===== src/inc/tibss_pkg.sv =====
// Constants of the timer input and break source select block.
// Assumes one 100 MHz clock and a plain strobe-based register port.
package tibss_pkg;

   // Register port: bit 10 of the address picks the timer, bits 9:0 the offset
   localparam int         ADDR_W          = 11;
   localparam int         TIMER_SEL_BIT   = 10;
   localparam logic [9:0] OFS_BREAK_DT    = 10'h044;
   localparam logic [9:0] OFS_BREAK_CFG   = 10'h060;
   localparam logic [9:0] OFS_INPUT_SEL   = 10'h068;

   // Input select register layout
   localparam int         SEL_LSB         = 0;
   localparam int         SEL_W           = 4;
   localparam logic [3:0] SEL_RESET       = 4'h0;

   // Alternate break configuration register layout
   localparam int         ALT_EN_BIT      = 0;
   localparam int         ALT_POL_BIT     = 9;
   localparam logic [31:0] BREAK_CFG_RESET = 32'h0000_0001;

   // Break and dead-time register: only break enable, polarity and lock kept
   localparam int         MAIN_EN_BIT     = 12;
   localparam int         MAIN_POL_BIT    = 13;
   localparam int         LOCK_LSB        = 8;
   localparam logic [1:0] LOCK_RESET      = 2'h0;
   localparam logic       MAIN_EN_RESET   = 1'b0;
   localparam logic       MAIN_POL_RESET  = 1'b0;

   // Source codes
   localparam logic [3:0] CODE_PIN          = 4'h0;
   localparam logic [3:0] CODE_LS_INT       = 4'h1;
   localparam logic [3:0] CODE_LS_EXT       = 4'h2;
   localparam logic [3:0] CODE_RTC          = 4'h3;
   localparam logic [3:0] CODE_EXT_DIV      = 4'h2;
   localparam logic [3:0] CODE_MAIN_CKOUT   = 4'h3;
   localparam logic [3:0] CODE_SECOND_CKOUT = 4'h4;

   // External clock divider: 32 edges per output period, toggle every half
   localparam int         EXT_DIV         = 32;
   localparam logic [3:0] EXT_HALF_LAST   = 4'(EXT_DIV / 2 - 1);

endpackage : tibss_pkg


===== src/design/tibss_src_mux.sv =====
// One channel-1 source selector with a registered output.
// Assumes the candidate sources are synchronous to clk.
`timescale 1ns/1ps
module tibss_src_mux
   import tibss_pkg::*;
#(
   parameter logic [15:0] VALID_MASK = 16'h0001
) (
   input  wire logic              clk,
   input  wire logic              rst_n,
   input  wire logic [SEL_W-1:0]  sel,
   input  wire logic [15:0]       cand,
   output logic                   tin
);

   // Unused codes give a quiet low level, never a floating choice
   always_ff @(posedge clk or negedge rst_n) begin
      if (!rst_n) begin
         tin <= 1'b0;
      end else begin
         tin <= VALID_MASK[sel] & cand[sel];
      end
   end

endmodule : tibss_src_mux


===== src/design/tibss_top.sv =====
// Channel-1 source select for two timers and alternate break input of the second.
// Assumes all inputs synchronous to clk; the break output feeds the timer's
// break logic and the channel outputs feed its input filter.
//
// Function
// - Timer A: 4-bit select picks channel-1 source
// - Timer A codes 1..3: oscillators, RTC wakeup
// - Code 4 second clock output per variant
// - Timer B: pin, reserved, external clock/32, clock output
// - Bit 9 sets alternate break polarity
// - Enable ORs alternate break into break sources
// - Lock level freezes alternate break bits
// - Reset values: config 0x1, selects zero
// - Registers accept 16-bit wide accesses
// - Lock field written once after reset
`timescale 1ns/1ps
module tibss_top
   import tibss_pkg::*;
#(
   parameter logic HAS_SECOND_CLOCK_OUTPUT = 1'b1
) (
   input  wire logic              clk,
   input  wire logic              rst_n,
   input  wire logic [ADDR_W-1:0] addr,
   input  wire logic [31:0]       wdata,
   input  wire logic [1:0]        wr_half,
   input  wire logic              wr_en,
   input  wire logic              rd_en,
   output logic [31:0]            rdata,
   input  wire logic              timer_a_channel1_pin,
   input  wire logic              timer_b_channel1_pin,
   input  wire logic              low_speed_internal_osc,
   input  wire logic              low_speed_external_osc,
   input  wire logic              rtc_wakeup,
   input  wire logic              high_speed_external_clock,
   input  wire logic              main_clock_output,
   input  wire logic              second_clock_output,
   input  wire logic              main_break_pin,
   input  wire logic              alternate_break_input,
   output logic                   timer_a_channel1_timer_input,
   output logic                   timer_b_channel1_timer_input,
   output logic                   break_input
);

   localparam logic [15:0] CKOUT2_BIT = {11'h000, HAS_SECOND_CLOCK_OUTPUT, 4'h0};
   localparam logic [15:0] MASK_A     = 16'h000F | CKOUT2_BIT;
   localparam logic [15:0] MASK_B     = 16'h000D | CKOUT2_BIT;

   logic [SEL_W-1:0] timer_a_sel;
   logic [SEL_W-1:0] timer_b_sel;
   logic             break_pin_enable;
   logic             break_pin_polarity;
   logic             main_break_enable;
   logic             main_break_polarity;
   logic [1:0]       lock_level;
   logic             lock_written;
   logic [3:0]       ext_clk_count;
   logic             ext_clk_prev;
   logic             ext_clk_div32;
   logic [31:0]      next_rdata;
   logic             sel_b;
   logic [9:0]       ofs;
   logic             wr_low;
   logic [15:0]      cand_a;
   logic [15:0]      cand_b;

   assign sel_b  = addr[TIMER_SEL_BIT];
   assign ofs    = addr[9:0];
   // Every field sits in the low half-word, so a 16-bit write suffices
   assign wr_low = wr_en & wr_half[0];

   // Input select registers
   always_ff @(posedge clk or negedge rst_n) begin
      if (!rst_n) begin
         timer_a_sel <= SEL_RESET;
         timer_b_sel <= SEL_RESET;
      end else if (wr_low && ofs == OFS_INPUT_SEL) begin
         if (sel_b) begin
            timer_b_sel <= wdata[SEL_LSB +: SEL_W];
         end else begin
            timer_a_sel <= wdata[SEL_LSB +: SEL_W];
         end
      end
   end

   // Lock field takes the first write only, held until reset
   always_ff @(posedge clk or negedge rst_n) begin
      if (!rst_n) begin
         lock_level   <= LOCK_RESET;
         lock_written <= 1'b0;
      end else if (wr_low && sel_b && ofs == OFS_BREAK_DT && !lock_written) begin
         lock_level   <= wdata[LOCK_LSB +: 2];
         lock_written <= 1'b1;
      end
   end

   // Main break bits, frozen from lock level 1
   always_ff @(posedge clk or negedge rst_n) begin
      if (!rst_n) begin
         main_break_enable   <= MAIN_EN_RESET;
         main_break_polarity <= MAIN_POL_RESET;
      end else if (wr_low && sel_b && ofs == OFS_BREAK_DT && lock_level == 2'h0) begin
         main_break_enable   <= wdata[MAIN_EN_BIT];
         main_break_polarity <= wdata[MAIN_POL_BIT];
      end
   end

   // Alternate break configuration, frozen from lock level 1
   always_ff @(posedge clk or negedge rst_n) begin
      if (!rst_n) begin
         break_pin_enable   <= BREAK_CFG_RESET[ALT_EN_BIT];
         break_pin_polarity <= BREAK_CFG_RESET[ALT_POL_BIT];
      end else if (wr_low && sel_b && ofs == OFS_BREAK_CFG && lock_level == 2'h0) begin
         break_pin_enable   <= wdata[ALT_EN_BIT];
         break_pin_polarity <= wdata[ALT_POL_BIT];
      end
   end

   // Break output: polarity bit clear means the pin is active low
   always_ff @(posedge clk or negedge rst_n) begin
      if (!rst_n) begin
         break_input <= 1'b0;
      end else begin
         break_input <= (main_break_enable &
                         (main_break_pin ~^ main_break_polarity)) |
                        (break_pin_enable &
                         (alternate_break_input ~^ break_pin_polarity));
      end
   end

   // External clock divided by 32; it must run below half the clk rate
   always_ff @(posedge clk or negedge rst_n) begin
      if (!rst_n) begin
         ext_clk_prev  <= 1'b0;
         ext_clk_count <= 4'h0;
         ext_clk_div32 <= 1'b0;
      end else begin
         ext_clk_prev <= high_speed_external_clock;
         if (high_speed_external_clock && !ext_clk_prev) begin
            ext_clk_count <= ext_clk_count + 4'h1;
            if (ext_clk_count == EXT_HALF_LAST) begin
               ext_clk_div32 <= ~ext_clk_div32;
            end
         end
      end
   end

   // Candidate vectors; masks in the selectors keep reserved codes low
   always_comb begin
      cand_a            = 16'h0000;
      cand_a[CODE_PIN]  = timer_a_channel1_pin;
      cand_a[CODE_LS_INT]       = low_speed_internal_osc;
      cand_a[CODE_LS_EXT]       = low_speed_external_osc;
      cand_a[CODE_RTC]          = rtc_wakeup;
      cand_a[CODE_SECOND_CKOUT] = second_clock_output;
      cand_b                    = 16'h0000;
      cand_b[CODE_PIN]          = timer_b_channel1_pin;
      cand_b[CODE_EXT_DIV]      = ext_clk_div32;
      cand_b[CODE_MAIN_CKOUT]   = main_clock_output;
      cand_b[CODE_SECOND_CKOUT] = second_clock_output;
   end

   tibss_src_mux #(
      .VALID_MASK (MASK_A)
   ) u_mux_a (
      .clk  (clk),
      .rst_n(rst_n),
      .sel  (timer_a_sel),
      .cand (cand_a),
      .tin  (timer_a_channel1_timer_input)
   );

   tibss_src_mux #(
      .VALID_MASK (MASK_B)
   ) u_mux_b (
      .clk  (clk),
      .rst_n(rst_n),
      .sel  (timer_b_sel),
      .cand (cand_b),
      .tin  (timer_b_channel1_timer_input)
   );

   // Read path: unmapped offsets read zero
   always_comb begin
      next_rdata = 32'h0000_0000;
      if (rd_en) begin
         if (ofs == OFS_INPUT_SEL) begin
            next_rdata[SEL_LSB +: SEL_W] = sel_b ? timer_b_sel : timer_a_sel;
         end else if (sel_b && ofs == OFS_BREAK_CFG) begin
            next_rdata[ALT_EN_BIT]  = break_pin_enable;
            next_rdata[ALT_POL_BIT] = break_pin_polarity;
         end else if (sel_b && ofs == OFS_BREAK_DT) begin
            next_rdata[LOCK_LSB +: 2] = lock_level;
            next_rdata[MAIN_EN_BIT]   = main_break_enable;
            next_rdata[MAIN_POL_BIT]  = main_break_polarity;
         end
      end
   end

   // Data stands only in the cycle after the read strobe
   always_ff @(posedge clk or negedge rst_n) begin
      if (!rst_n) begin
         rdata <= 32'h0000_0000;
      end else begin
         rdata <= next_rdata;
      end
   end
endmodule : tibss_top


===== config.mk =====
export PLATFORM = sky130hd
export DESIGN_NAME = tibss_top
export DESIGN_NICKNAME = d
export VERILOG_FILES = /design/src/inc/tibss_pkg.sv /design/src/design/tibss_src_mux.sv /design/src/design/tibss_top.sv
export SDC_FILE = /design/constraint.sdc
export NUM_CORES = 1
export LEC_CHECK = 0
export ABC_AREA = 1
export ABC_CLOCK_PERIOD_IN_PS = 1500
export BUFFER_PORTS_ARGS = -buffer_cell sky130_fd_sc_hd__buf_4
export CELL_PAD_IN_SITES_DETAIL_PLACEMENT = 0
export CELL_PAD_IN_SITES_GLOBAL_PLACEMENT = 1
export CORE_MARGIN = 3
export CORE_UTILIZATION = 31
export DETAILED_ROUTE_END_ITERATION = 8
export PLACE_DENSITY = 0.77
export SYNTH_ARGS = -nofsm -noshare
export SYNTH_HDL_FRONTEND = slang
export SYNTH_SLANG_ARGS = --single-unit

===== constraint.sdc =====
create_clock -name clk -period 1.5 [get_ports clk]
set_clock_uncertainty 0.2 [all_clocks]
set_input_delay 0.375 -clock clk [delete_from_list [all_inputs] [get_ports clk]]
set_output_delay 0.375 -clock clk [all_outputs]
set_load 0.005 [all_outputs]

==> results of run 1 <==
[cell usage in the layout, fill, tap and decap left out, types with 2 or more instances in the layout]
cell / n
nand4_1: 12
nor2_1: 22
dlygate4sd3_1: 2
xnor2_1: 4
nor3_2: 2
o21ai_0: 9
clkbuf_8: 7
nor2_4: 3
nand3_2: 3
nand3_1: 7
buf_4: 59
nand2_1: 50
nor3_1: 2
a21oi_1: 4
conb_1: 24
dfrtp_1: 31
nor2_2: 2
inv_1: 20
o21ai_1: 2
xor2_1: 2
[stage by stage]
step	total power, mW	instances	utilization [%]	instance area (um^2)	setup slack [ns]
finish	2.212	349	44.44	2371	0.1340
global route	2.323	349	44.44	2371	0.05802
CTS	2.235	349	44.44	2371	0.1207
detailed placement	1.325	339	41.70	2225	-0.1320
global placement	1.317	339	41.70	2225	-0.1124
floorplan	1.207	235	-	1871	0.1343
[repair_timing]
action | 4_1_cts | 5_1_grt
hold endpoints to repair | 32 | 0
hold buffers | 2 | 0
setup buffers | 0 | 0
[power by group through the flow]
| stage | logic [mW] | clock network [mW] | registers, mW |
|---|---|---|---|
| CTS | 0.318 | 0.919 | 0.998 |
| finish | 0.314 | 0.902 | 0.997 |
| floorplan | 0.205 | 0 | 1.00 |
| global placement | 0.305 | 0 | 1.01 |
| detailed placement | 0.315 | 0 | 1.01 |
| global route | 0.357 | 0.955 | 1.01 |
[area by class of cell]
class,instances,area share (%)
clock buffer,7,4.063
timing repair buffer,62,20.37
inverter,21,3.325
multi-input combinational,156,33.46
clock inverter,1,1.266
sequential,32,33.83
tap,70,3.694
[state kept, by name (all words and copies together) (netlist names)]
name                 flops
ext_clk_count            4
main_break_polarity      1
break_pin_polarity       1
timer_b_sel              4
u_mux_a.tin              1
rdata                    8
u_mux_b.tin              1
break_pin_enable         1
break_input              1
timer_a_sel              4
ext_clk_div32            1
lock_written             1
lock_level               2
main_break_enable        1
ext_clk_prev             1
[metal layers]
layer | vias to the layer above | track usage (%) | share of wire [%]
met3 | 8 | 3.289 | 7.3
met4 | 0 | 4.983 | 1.9
met5 | - | 0 | 0
li1 | 762 | - | -
met1 | 657 | 14.14 | 41
met2 | 45 | 20.11 | 49
[worst min-delay path by stage]
stage / start / endpoint / slack, ns / cells after the start
2_1_floorplan: rst_n / break_input / -0.12 / 0
3_3_place_gp: rst_n / u_mux_a.tin / 0.13 / 1
3_5_place_dp: rst_n / u_mux_a.tin / 0.13 / 1
4_1_cts: wdata[12] / main_break_enable / 0.11 / 3
5_1_grt: rd_en / rdata[0] / 0.15 / 3
6_report: wdata[12] / main_break_enable / 0.12 / 3
[worst min-delay path: stages]
cell and delay [ns]:
buf_4 0.08, nand3_1 0.06, nand2_1 0.06
[logic make-up after synthesis]
logic type	share of synthesized area, %
DFF	44.95
muxes	0.6311
adders and majority gates	0.7012
xor gates and xnor gates	2.945
and+or+nand+nor	30.58
AOI/OAI and AO/OA	4.558
other	0.2102
buffers and inverters	15.43
==> results by group, run 1 <==
Status
  • Status: finished clean

GRT
  • First-pass GRT wire length: 5982 um
  • Vias in the first global route: 1382
  • Initial antenna violation count: 0
  • GRT Util Overall: 11.90%
  • Largest net degree at the start of global routing: 33
  • Global route overflow: 0

Synth
  • Syn_area_per_cell: 8.416 um^2
  • Cell with the most instances after synthesis: nand2_1
  • Number of synthesized register bits: 32
  • Post-synth EDFFs: 0
  • Synthesized instance count: 212
  • Synth area leaders: dfrtp_1, nand2_1, buf_4
  • Synth warnings: 0
  • Commonest cells in the netlist: nand2_1, dfrtp_1, buf_4
  • Synth cell types: 30
  • Yosys top cell by area: dfrtp_1
  • Cell area after synthesis: 0.001784 mm^2
  • Top FF cell, synth: dfrtp_1
  • Post-synthesis sequential area ratio: 44.95%
  • Synth top area share: 43.48%
  • Asr flop ratio synth: 100.0%

Setup path
  • Reg2reg start: ext_clk_count[0]
  • Buf/Inv on CP: 1
  • Worst path slowest cell: dfrtp_1
  • Setup crit end kind: primary output
  • Critical path startpoint category: flip-flop
  • Crit. Startpoint: rdata[12]
  • Crit path largest cell delay: 0.37 ns
  • Critical-path cell list: buf_4
  • R2R Path End: ext_clk_count[1]
  • R2r setup slk: 0.23 ns
  • Reg2reg path depth: 2
  • Crit Path Max Fanout: 1
  • Crit-path leading delay family: flip-flops
  • Crit path arrival time: 0.79 ns
  • CP Class: reg2out
  • Worst EP required: 0.92 ns
  • Crit path depth: 1
  • CP Capture Point: rdata[12]

CTS
  • Clock tree sinks: 32
  • Post-CTS Resized: 0
  • Clock tree buffer depth: 2
  • Clk root buf: clkbuf_8
  • CTS tree: yes
  • Total CTS buffers: 5
  • Clk slew on worst S/H paths: 0.06 ns
  • Clock latency on the worst-skew pair: 0.29 ns
  • CTS H-tree depth: 2

Cells and area
  • Antenna Cells: 0
  • Final net count: 338
  • Area growth, synth to finish: 32.89%
  • Multi-input logic area: 793.3 um^2
  • Fillers: 560
  • Layout cells sized above 1: 30.47%
  • Reg area: 802.0 um^2

Placed design
  • Final HPWL DP: 2995 um
  • IO Port Bufs: 44
  • Routability cong.: 0.7342

Floorplan
  • Die Y-Extent: 81.87 um
  • Die width: 81.87 um
  • Core Footprint: 0.005335 mm^2
  • DIE AREA: 0.006702 mm^2
  • Initial core utilization: 33.44%
  • Row count: 26
  • I/O pins: 94

Timing
  • Fin. Hold Viols: 0
  • Final setup fails: 0
  • Final worst path period share: 91.07%
  • Min Tclk post-route: 1.366 ns
  • RSZ-0062 raised after global routing: no
  • Sum Neg Setup Slack: 0 ns
  • Slew Limit Fails: 0
  • F_max: 732.0 MHz
  • Worst hold margin: 0.1173 ns

Power
  • Clock power share: 40.8%
  • Sw Pwr: 516.9 uW
  • Max VDD drop: 0.5117 mV
  • Pwr dens: 933.0 mW/mm^2
  • P_leak: 1.209 nW
  • Flop pwr share: 45.1%
  • Int Pwr: 1.695 mW
  • Combinational group share of total power: 14.2%
  • Sw frac: 23.37%

Detailed routing
  • Vias/cell: 4.218
  • DRT antenna net count: 0
  • Initial DRC Count: 65
  • Final WL: 3701 um
  • TritonRoute pass-1 iters: 4
  • Via count: 1472
  • Drt wl/cell: 10.60 um
  • DRC errors left: 0

Job
  • Maxcap violations: 0

Hold path
  • Hold/Removal Path Class: in2reg
No activity file was read; power rests on OpenSTA's default activity.
==> run 2, diff against run 1 <==
--- a/config.mk
+++ b/config.mk
@@ -13,7 +13,9 @@
 export CORE_MARGIN = 3
 export CORE_UTILIZATION = 31
 export DETAILED_ROUTE_END_ITERATION = 8
+export MAX_ROUTING_LAYER = met4
 export PLACE_DENSITY = 0.77
+export SKIP_LAST_GASP = 1
 export SYNTH_ARGS = -nofsm -noshare
 export SYNTH_HDL_FRONTEND = slang
 export SYNTH_SLANG_ARGS = --single-unit
==> results by group, run 2 (synthesized netlist as in run 1, its figures left out) <==
Status
  • Status: finished clean

Power
  • P_leak: 1.209 nW (unchanged)
  • Pwr dens: 932.7 mW/mm^2 (about the same)
  • Max VDD drop: 0.5116 mV (about the same)

Job
  • Maxcap violations: 0 (unchanged)

Setup path
  • Critical path startpoint category: flip-flop
  • Critical-path cell list: buf_4
  • Setup crit end kind: primary output
  • CP Class: reg2out
  • Buf/Inv on CP: 1 (unchanged)
  • Worst path slowest cell: dfrtp_1
  • Worst EP required: 0.92 ns (about the same)
  • Crit path largest cell delay: 0.37 ns (about the same)
  • Crit path arrival time: 0.79 ns (about the same)
  • R2r setup slk: 0.23 ns (about the same)
  • Crit-path leading delay family: flip-flops
  • Crit Path Max Fanout: 1 (unchanged)

GRT
  • Largest net degree at the start of global routing: 33 (unchanged)
  • Initial antenna violation count: 0 (unchanged)
  • GRT Util Overall: 12.31% (+0.41 points)
  • Vias in the first global route: 1377 (-0.36%)
  • Global route overflow: 0 (unchanged)
  • First-pass GRT wire length: 5996 um (+0.23%)

Timing
  • Fin. Hold Viols: 0 (unchanged)
  • Min Tclk post-route: 1.363 ns (-0.002738 ns)
  • Final setup fails: 0 (unchanged)
  • RSZ-0062 raised after global routing: no
  • Worst hold margin: 0.1211 ns (+0.003808 ns)
  • Final setup margin: 0.1367 ns (+0.002738 ns)
  • Sum Neg Setup Slack: 0 ns (unchanged)
  • Final worst path period share: 90.89% (-0.18 points)
  • F_max: 733.5 MHz (+0.20%)
  • Slew Limit Fails: 0 (unchanged)

CTS
  • Clock tree buffer depth: 2 (unchanged)
  • Clock latency on the worst-skew pair: 0.28 ns (about the same)
  • Clk root buf: clkbuf_8
  • CTS H-tree depth: 2 (unchanged)
  • Clk slew on worst S/H paths: 0.06 ns (about the same)
  • Clock tree sinks: 32 (unchanged)
  • CTS tree: yes
  • Total CTS buffers: 5 (unchanged)
  • Post-CTS Resized: 0 (unchanged)
  • Post-CTS Repair Setup Buffers: 0 (unchanged)
  • CTS Hold Bufs: 2 (unchanged)

Cells and area
  • Most frequent cells in the layout: buf_4, nand2_1, dfrtp_1
  • Area growth, synth to finish: 32.89% (unchanged)
  • Antenna Cells: 0 (unchanged)
  • Final net count: 338 (unchanged)
  • Commonest non-fill, non-tap cell in the layout: buf_4
  • Reg area: 802.0 um^2 (unchanged)
  • Layout cells sized above 1: 30.47% (unchanged)
  • Fillers: 560 (unchanged)
  • Post-route core utilization: 44.44% (unchanged)
  • Multi-input logic area: 793.3 um^2 (unchanged)
  • Max reg flops: 8 (unchanged)
  • Most flops, register: rdata

Floorplan
  • Row count: 26 (unchanged)
  • Initial core utilization: 33.44% (unchanged)
  • Die width: 81.87 um (unchanged)
  • DIE AREA: 0.006702 mm^2 (unchanged)
  • Die Y-Extent: 81.87 um (unchanged)
  • I/O pins: 94 (unchanged)
  • Core Footprint: 0.005335 mm^2 (unchanged)

Placed design
  • IO Port Bufs: 44 (unchanged)
  • Final HPWL DP: 2995 um (unchanged)
  • Routability cong.: 0.7431 (+1.2%)
  • DP Worst Slack: -0.1320 ns (unchanged)

Detailed routing
  • DRC errors left: 0 (unchanged)
  • TritonRoute pass-1 iters: 4 (unchanged)
  • Vias/cell: 4.226 (+0.20%)
  • Final WL: 3695 um (-0.16%)
  • Initial DRC Count: 63 (-3.1%)
  • Drt wl/cell: 10.59 um (-0.16%)
  • Via count: 1475 (+0.20%)
  • DRT antenna net count: 0 (unchanged)

Hold path
  • Hold/Removal Path Class: in2reg
run 2: cell counts in the layout (fill, tap and decap cells not counted):
Identical to the previous run, type by type.
run 2: layer usage:
metal,wire length (um),GRT usage (%),share of wire (%),up-vias
met1,1544,14.28,42,662
met3,272,4.167,7.4,7
met2,1825,20.03,49,44
met4,53,3.987,1.4,0
li1,-,-,-,762
met5,0,-,0,-
run 2: final timing paths:
| path | cells after the start | endpoint | startpoint |
|---|---|---|---|
| max | 1 | rdata[12] | rdata[12] |
| min | 3 | main_break_enable | wdata[12] |
| max reg2reg | 4 | break_pin_polarity | lock_level[0] |
| min reg2reg | 1 | u_mux_b.tin | timer_b_sel[3] |
| max in group asynchronous | 2 | break_pin_enable | rst_n |
| min in group asynchronous | 2 | u_mux_a.tin | rst_n |
run 2: area by class of cell:
class / count / share of cell area (%)
Sequential cell: 32 / 33.83
Multi-Input combinational cell: 156 / 33.46
Timing Repair Buffer: 62 / 20.37
Clock buffer: 7 / 4.063
Tap cell: 70 / 3.694
Inverter: 21 / 3.325
Clock inverter: 1 / 1.266
run 2: where the power goes:
part | switching, mW | internal, mW | total [mW]
Combinational | 0.143 | 0.170 | 0.313
Sequential | 0.0573 | 0.939 | 0.997
Clock | 0.316 | 0.586 | 0.902
run 2: per-stage QoR:
| step | instances | cell area [um^2] | total power [mW] |
|---|---|---|---|
| after floorplan | 235 | 1871 | 1.207 |
| after global placement | 339 | 2225 | 1.317 |
| after detailed placement | 339 | 2225 | 1.325 |
| after CTS | 349 | 2371 | 2.235 |
| after global routing | 349 | 2371 | 2.329 |
| final | 349 | 2371 | 2.212 |
==> run 3, diff against run 2 <==
--- a/config.mk
+++ b/config.mk
@@ -13,8 +13,10 @@
 export CORE_MARGIN = 3
 export CORE_UTILIZATION = 31
 export DETAILED_ROUTE_END_ITERATION = 8
+export HOLD_SLACK_MARGIN = 0.06
 export MAX_ROUTING_LAYER = met4
 export PLACE_DENSITY = 0.77
+export SETUP_SLACK_MARGIN = 0.15
 export SKIP_LAST_GASP = 1
 export SYNTH_ARGS = -nofsm -noshare
 export SYNTH_HDL_FRONTEND = slang
==> results by group, run 3 (synthesized netlist as in run 1, its figures left out) <==
Status
  • Status: finished clean

Placed design
  • DP Area: 0.002242 mm^2 (+0.79%)
  • IO Port Bufs: 44 (unchanged)
  • Final HPWL DP: 2990 um (-0.19%)
  • Routability cong.: 0.7644 (+2.9%)

CTS
  • Clock tree sinks: 32 (unchanged)
  • Clock latency on the worst-skew pair: 0.28 ns (about the same)
  • Clk root buf: clkbuf_8
  • Total CTS buffers: 5 (unchanged)
  • CTS H-tree depth: 2 (unchanged)
  • Clock tree buffer depth: 2 (unchanged)
  • Clk slew on worst S/H paths: 0.07 ns (about the same)
  • Post-CTS Repair Setup Buffers: 0 (unchanged)
  • CTS tree: yes

Timing
  • RSZ-0062 raised after global routing: yes
  • Final setup fails: 0 (unchanged)
  • Fin. Hold Viols: 0 (unchanged)
  • Final worst path period share: 90.70% (-0.19 points)
  • F_max: 735.0 MHz (+0.21%)
  • Min Tclk post-route: 1.360 ns (-0.002825 ns)
  • Slew Limit Fails: 0 (unchanged)

Cells and area
  • Commonest non-fill, non-tap cell in the layout: nand2_1
  • Most flops, register: rdata
  • Final net count: 338 (unchanged)
  • Fillers: 557 (-0.54%)
  • Area growth, synth to finish: 35.48%
  • Post-layout instance area: 0.002417 mm^2 (+2.0%)
  • Max reg flops: 8 (unchanged)
  • Most frequent cells in the layout: nand2_1, buf_4, dfrtp_1
  • Layout cells sized above 1: 30.82% (+0.36 points)
  • Antenna Cells: 0 (unchanged)

Job
  • Maxcap violations: 0 (unchanged)

GRT
  • GRT Util Overall: 11.77% (-0.55 points)
  • First-pass GRT wire length: 5761 um (-3.9%)
  • Initial antenna violation count: 0 (unchanged)
  • Vias in the first global route: 1366 (-0.80%)
  • Global route overflow: 0 (unchanged)
  • Largest net degree at the start of global routing: 33 (unchanged)

Detailed routing
  • Final WL: 3715 um (+0.54%)
  • DRC errors left: 0 (unchanged)
  • Via count: 1465 (-0.68%)
  • Initial DRC Count: 27 (-57%)
  • DRT antenna net count: 0 (unchanged)
  • Drt wl/cell: 10.64 um (+0.54%)
  • Vias/cell: 4.198 (-0.68%)
  • TritonRoute pass-1 iters: 4 (unchanged)

Setup path
  • Worst path slowest cell: dfrtp_1
  • Crit path arrival time: 0.79 ns (about the same)
  • Setup crit end kind: primary output
  • Crit path largest cell delay: 0.39 ns (+0.02 ns)
  • Worst EP required: 0.92 ns (about the same)
  • CP Class: reg2out
  • Crit Path Max Fanout: 1 (unchanged)
  • Crit path depth: 1 (unchanged)
  • Critical path startpoint category: flip-flop
  • Critical-path cell list: buf_6
  • Buf/Inv on CP: 1 (unchanged)
  • Reg2reg path depth: 2 (-2)
  • Crit-path leading delay family: flip-flops

Power
  • Pwr dens: 882.8 mW/mm^2 (-5.4%)
  • P_leak: 1.211 nW (+0.15%)
  • Tot Pwr: 2.134 mW (-3.5%)
  • Max VDD drop: 0.7097 mV (+39%)

Floorplan
  • Initial core utilization: 33.44% (unchanged)
  • Die Y-Extent: 81.87 um (unchanged)
  • Row count: 26 (unchanged)
  • I/O pins: 94 (unchanged)
  • Core Footprint: 0.005335 mm^2 (unchanged)
  • Die width: 81.87 um (unchanged)
  • DIE AREA: 0.006702 mm^2 (unchanged)

Hold path
  • WHS Path Cells: 3 (unchanged)
  • Hold/Removal Path Class: in2reg
-- run 3: changes by cell type in the layout (fill, tap and decap cells not counted), sizes merged --
cell and change:
clkbuf -2, clkinv +1, clkinvlp +1
-- run 3: repair_timing --
| item | 4_1_cts | 5_1_grt |
|---|---|---|
| pin swaps | 0 | 1 |
| resized for setup | 7 | 5 |
| endpoints found under the setup margin | 7 | 13 |
| endpoints found under the hold margin | 32 | 0 |
| hold buffers | 2 | 0 |
-- run 3: worst paths after layout --
check	endpoint	slack (ns)	start
max in group asynchronous	break_pin_enable	0.41	rst_n
max	rdata[12]	0.14	rdata[12]
min reg2reg	ext_clk_div32	0.27	ext_clk_div32
min	main_break_polarity	0.12	wdata[13]
max reg2reg	ext_clk_count[1]	0.23	ext_clk_count[0]
min in group asynchronous	timer_a_sel[3]	0.37	rst_n
-- run 3: layout make-up --
class | instances | area [um^2] | share of cell area [%]
Clock inverter | 3 | 42.54 | 1.760
Clock buffer | 5 | 68.82 | 2.847
Timing Repair Buffer | 62 | 536.8 | 22.20
Multi-Input combinational cell | 156 | 800.8 | 33.13
Sequential cell | 32 | 802.0 | 33.18
Inverter | 21 | 78.83 | 3.261
Tap cell | 70 | 87.58 | 3.623
-- run 3: per-layer routing --
| metal | wire length [um] | up-vias | track usage (%) | share of wire [%] |
|---|---|---|---|---|
| li1 | - | 765 | - | - |
| met1 | 1627 | 652 | 13.11 | 44 |
| met2 | 1811 | 43 | 19.87 | 49 |
| met3 | 233 | 5 | 3.399 | 6.3 |
| met4 | 43 | 0 | 4.485 | 1.2 |
| met5 | 0 | - | - | 0 |
-- run 3: tightest hold or removal path: cells and delay by family --
kind | cells | cell delay (ns)
simple gates | 2 | 0.12
buf+inv | 1 | 0.08
-- run 3: metrics by stage --
step / instances / setup slack, ns / hold WS (ns) / utilization, % / setup TNS [ns]
global route: 349 / 0.1031 / 0.1157 / 45.31 / 0
global placement: 339 / -0.09152 / 0.1269 / 42.03 / -0.8535
floorplan: 235 / 0.1444 / -0.1206 / - / 0
detailed placement: 339 / -0.08596 / 0.1337 / 42.03 / -0.9208
finish: 349 / 0.1395 / 0.1201 / 45.31 / 0
CTS: 349 / 0.1228 / 0.1152 / 44.98 / 0
-- run 3: power by group --
group | switching (mW) | internal, mW | leakage (nW) | total [mW]
combinational | 0.145 | 0.176 | 0.735 | 0.321
sequential | 0.0589 | 0.939 | 0.422 | 0.998
clock | 0.324 | 0.491 | 0.0541 | 0.815
total | 0.528 | 1.61 | 1.21 | 2.13
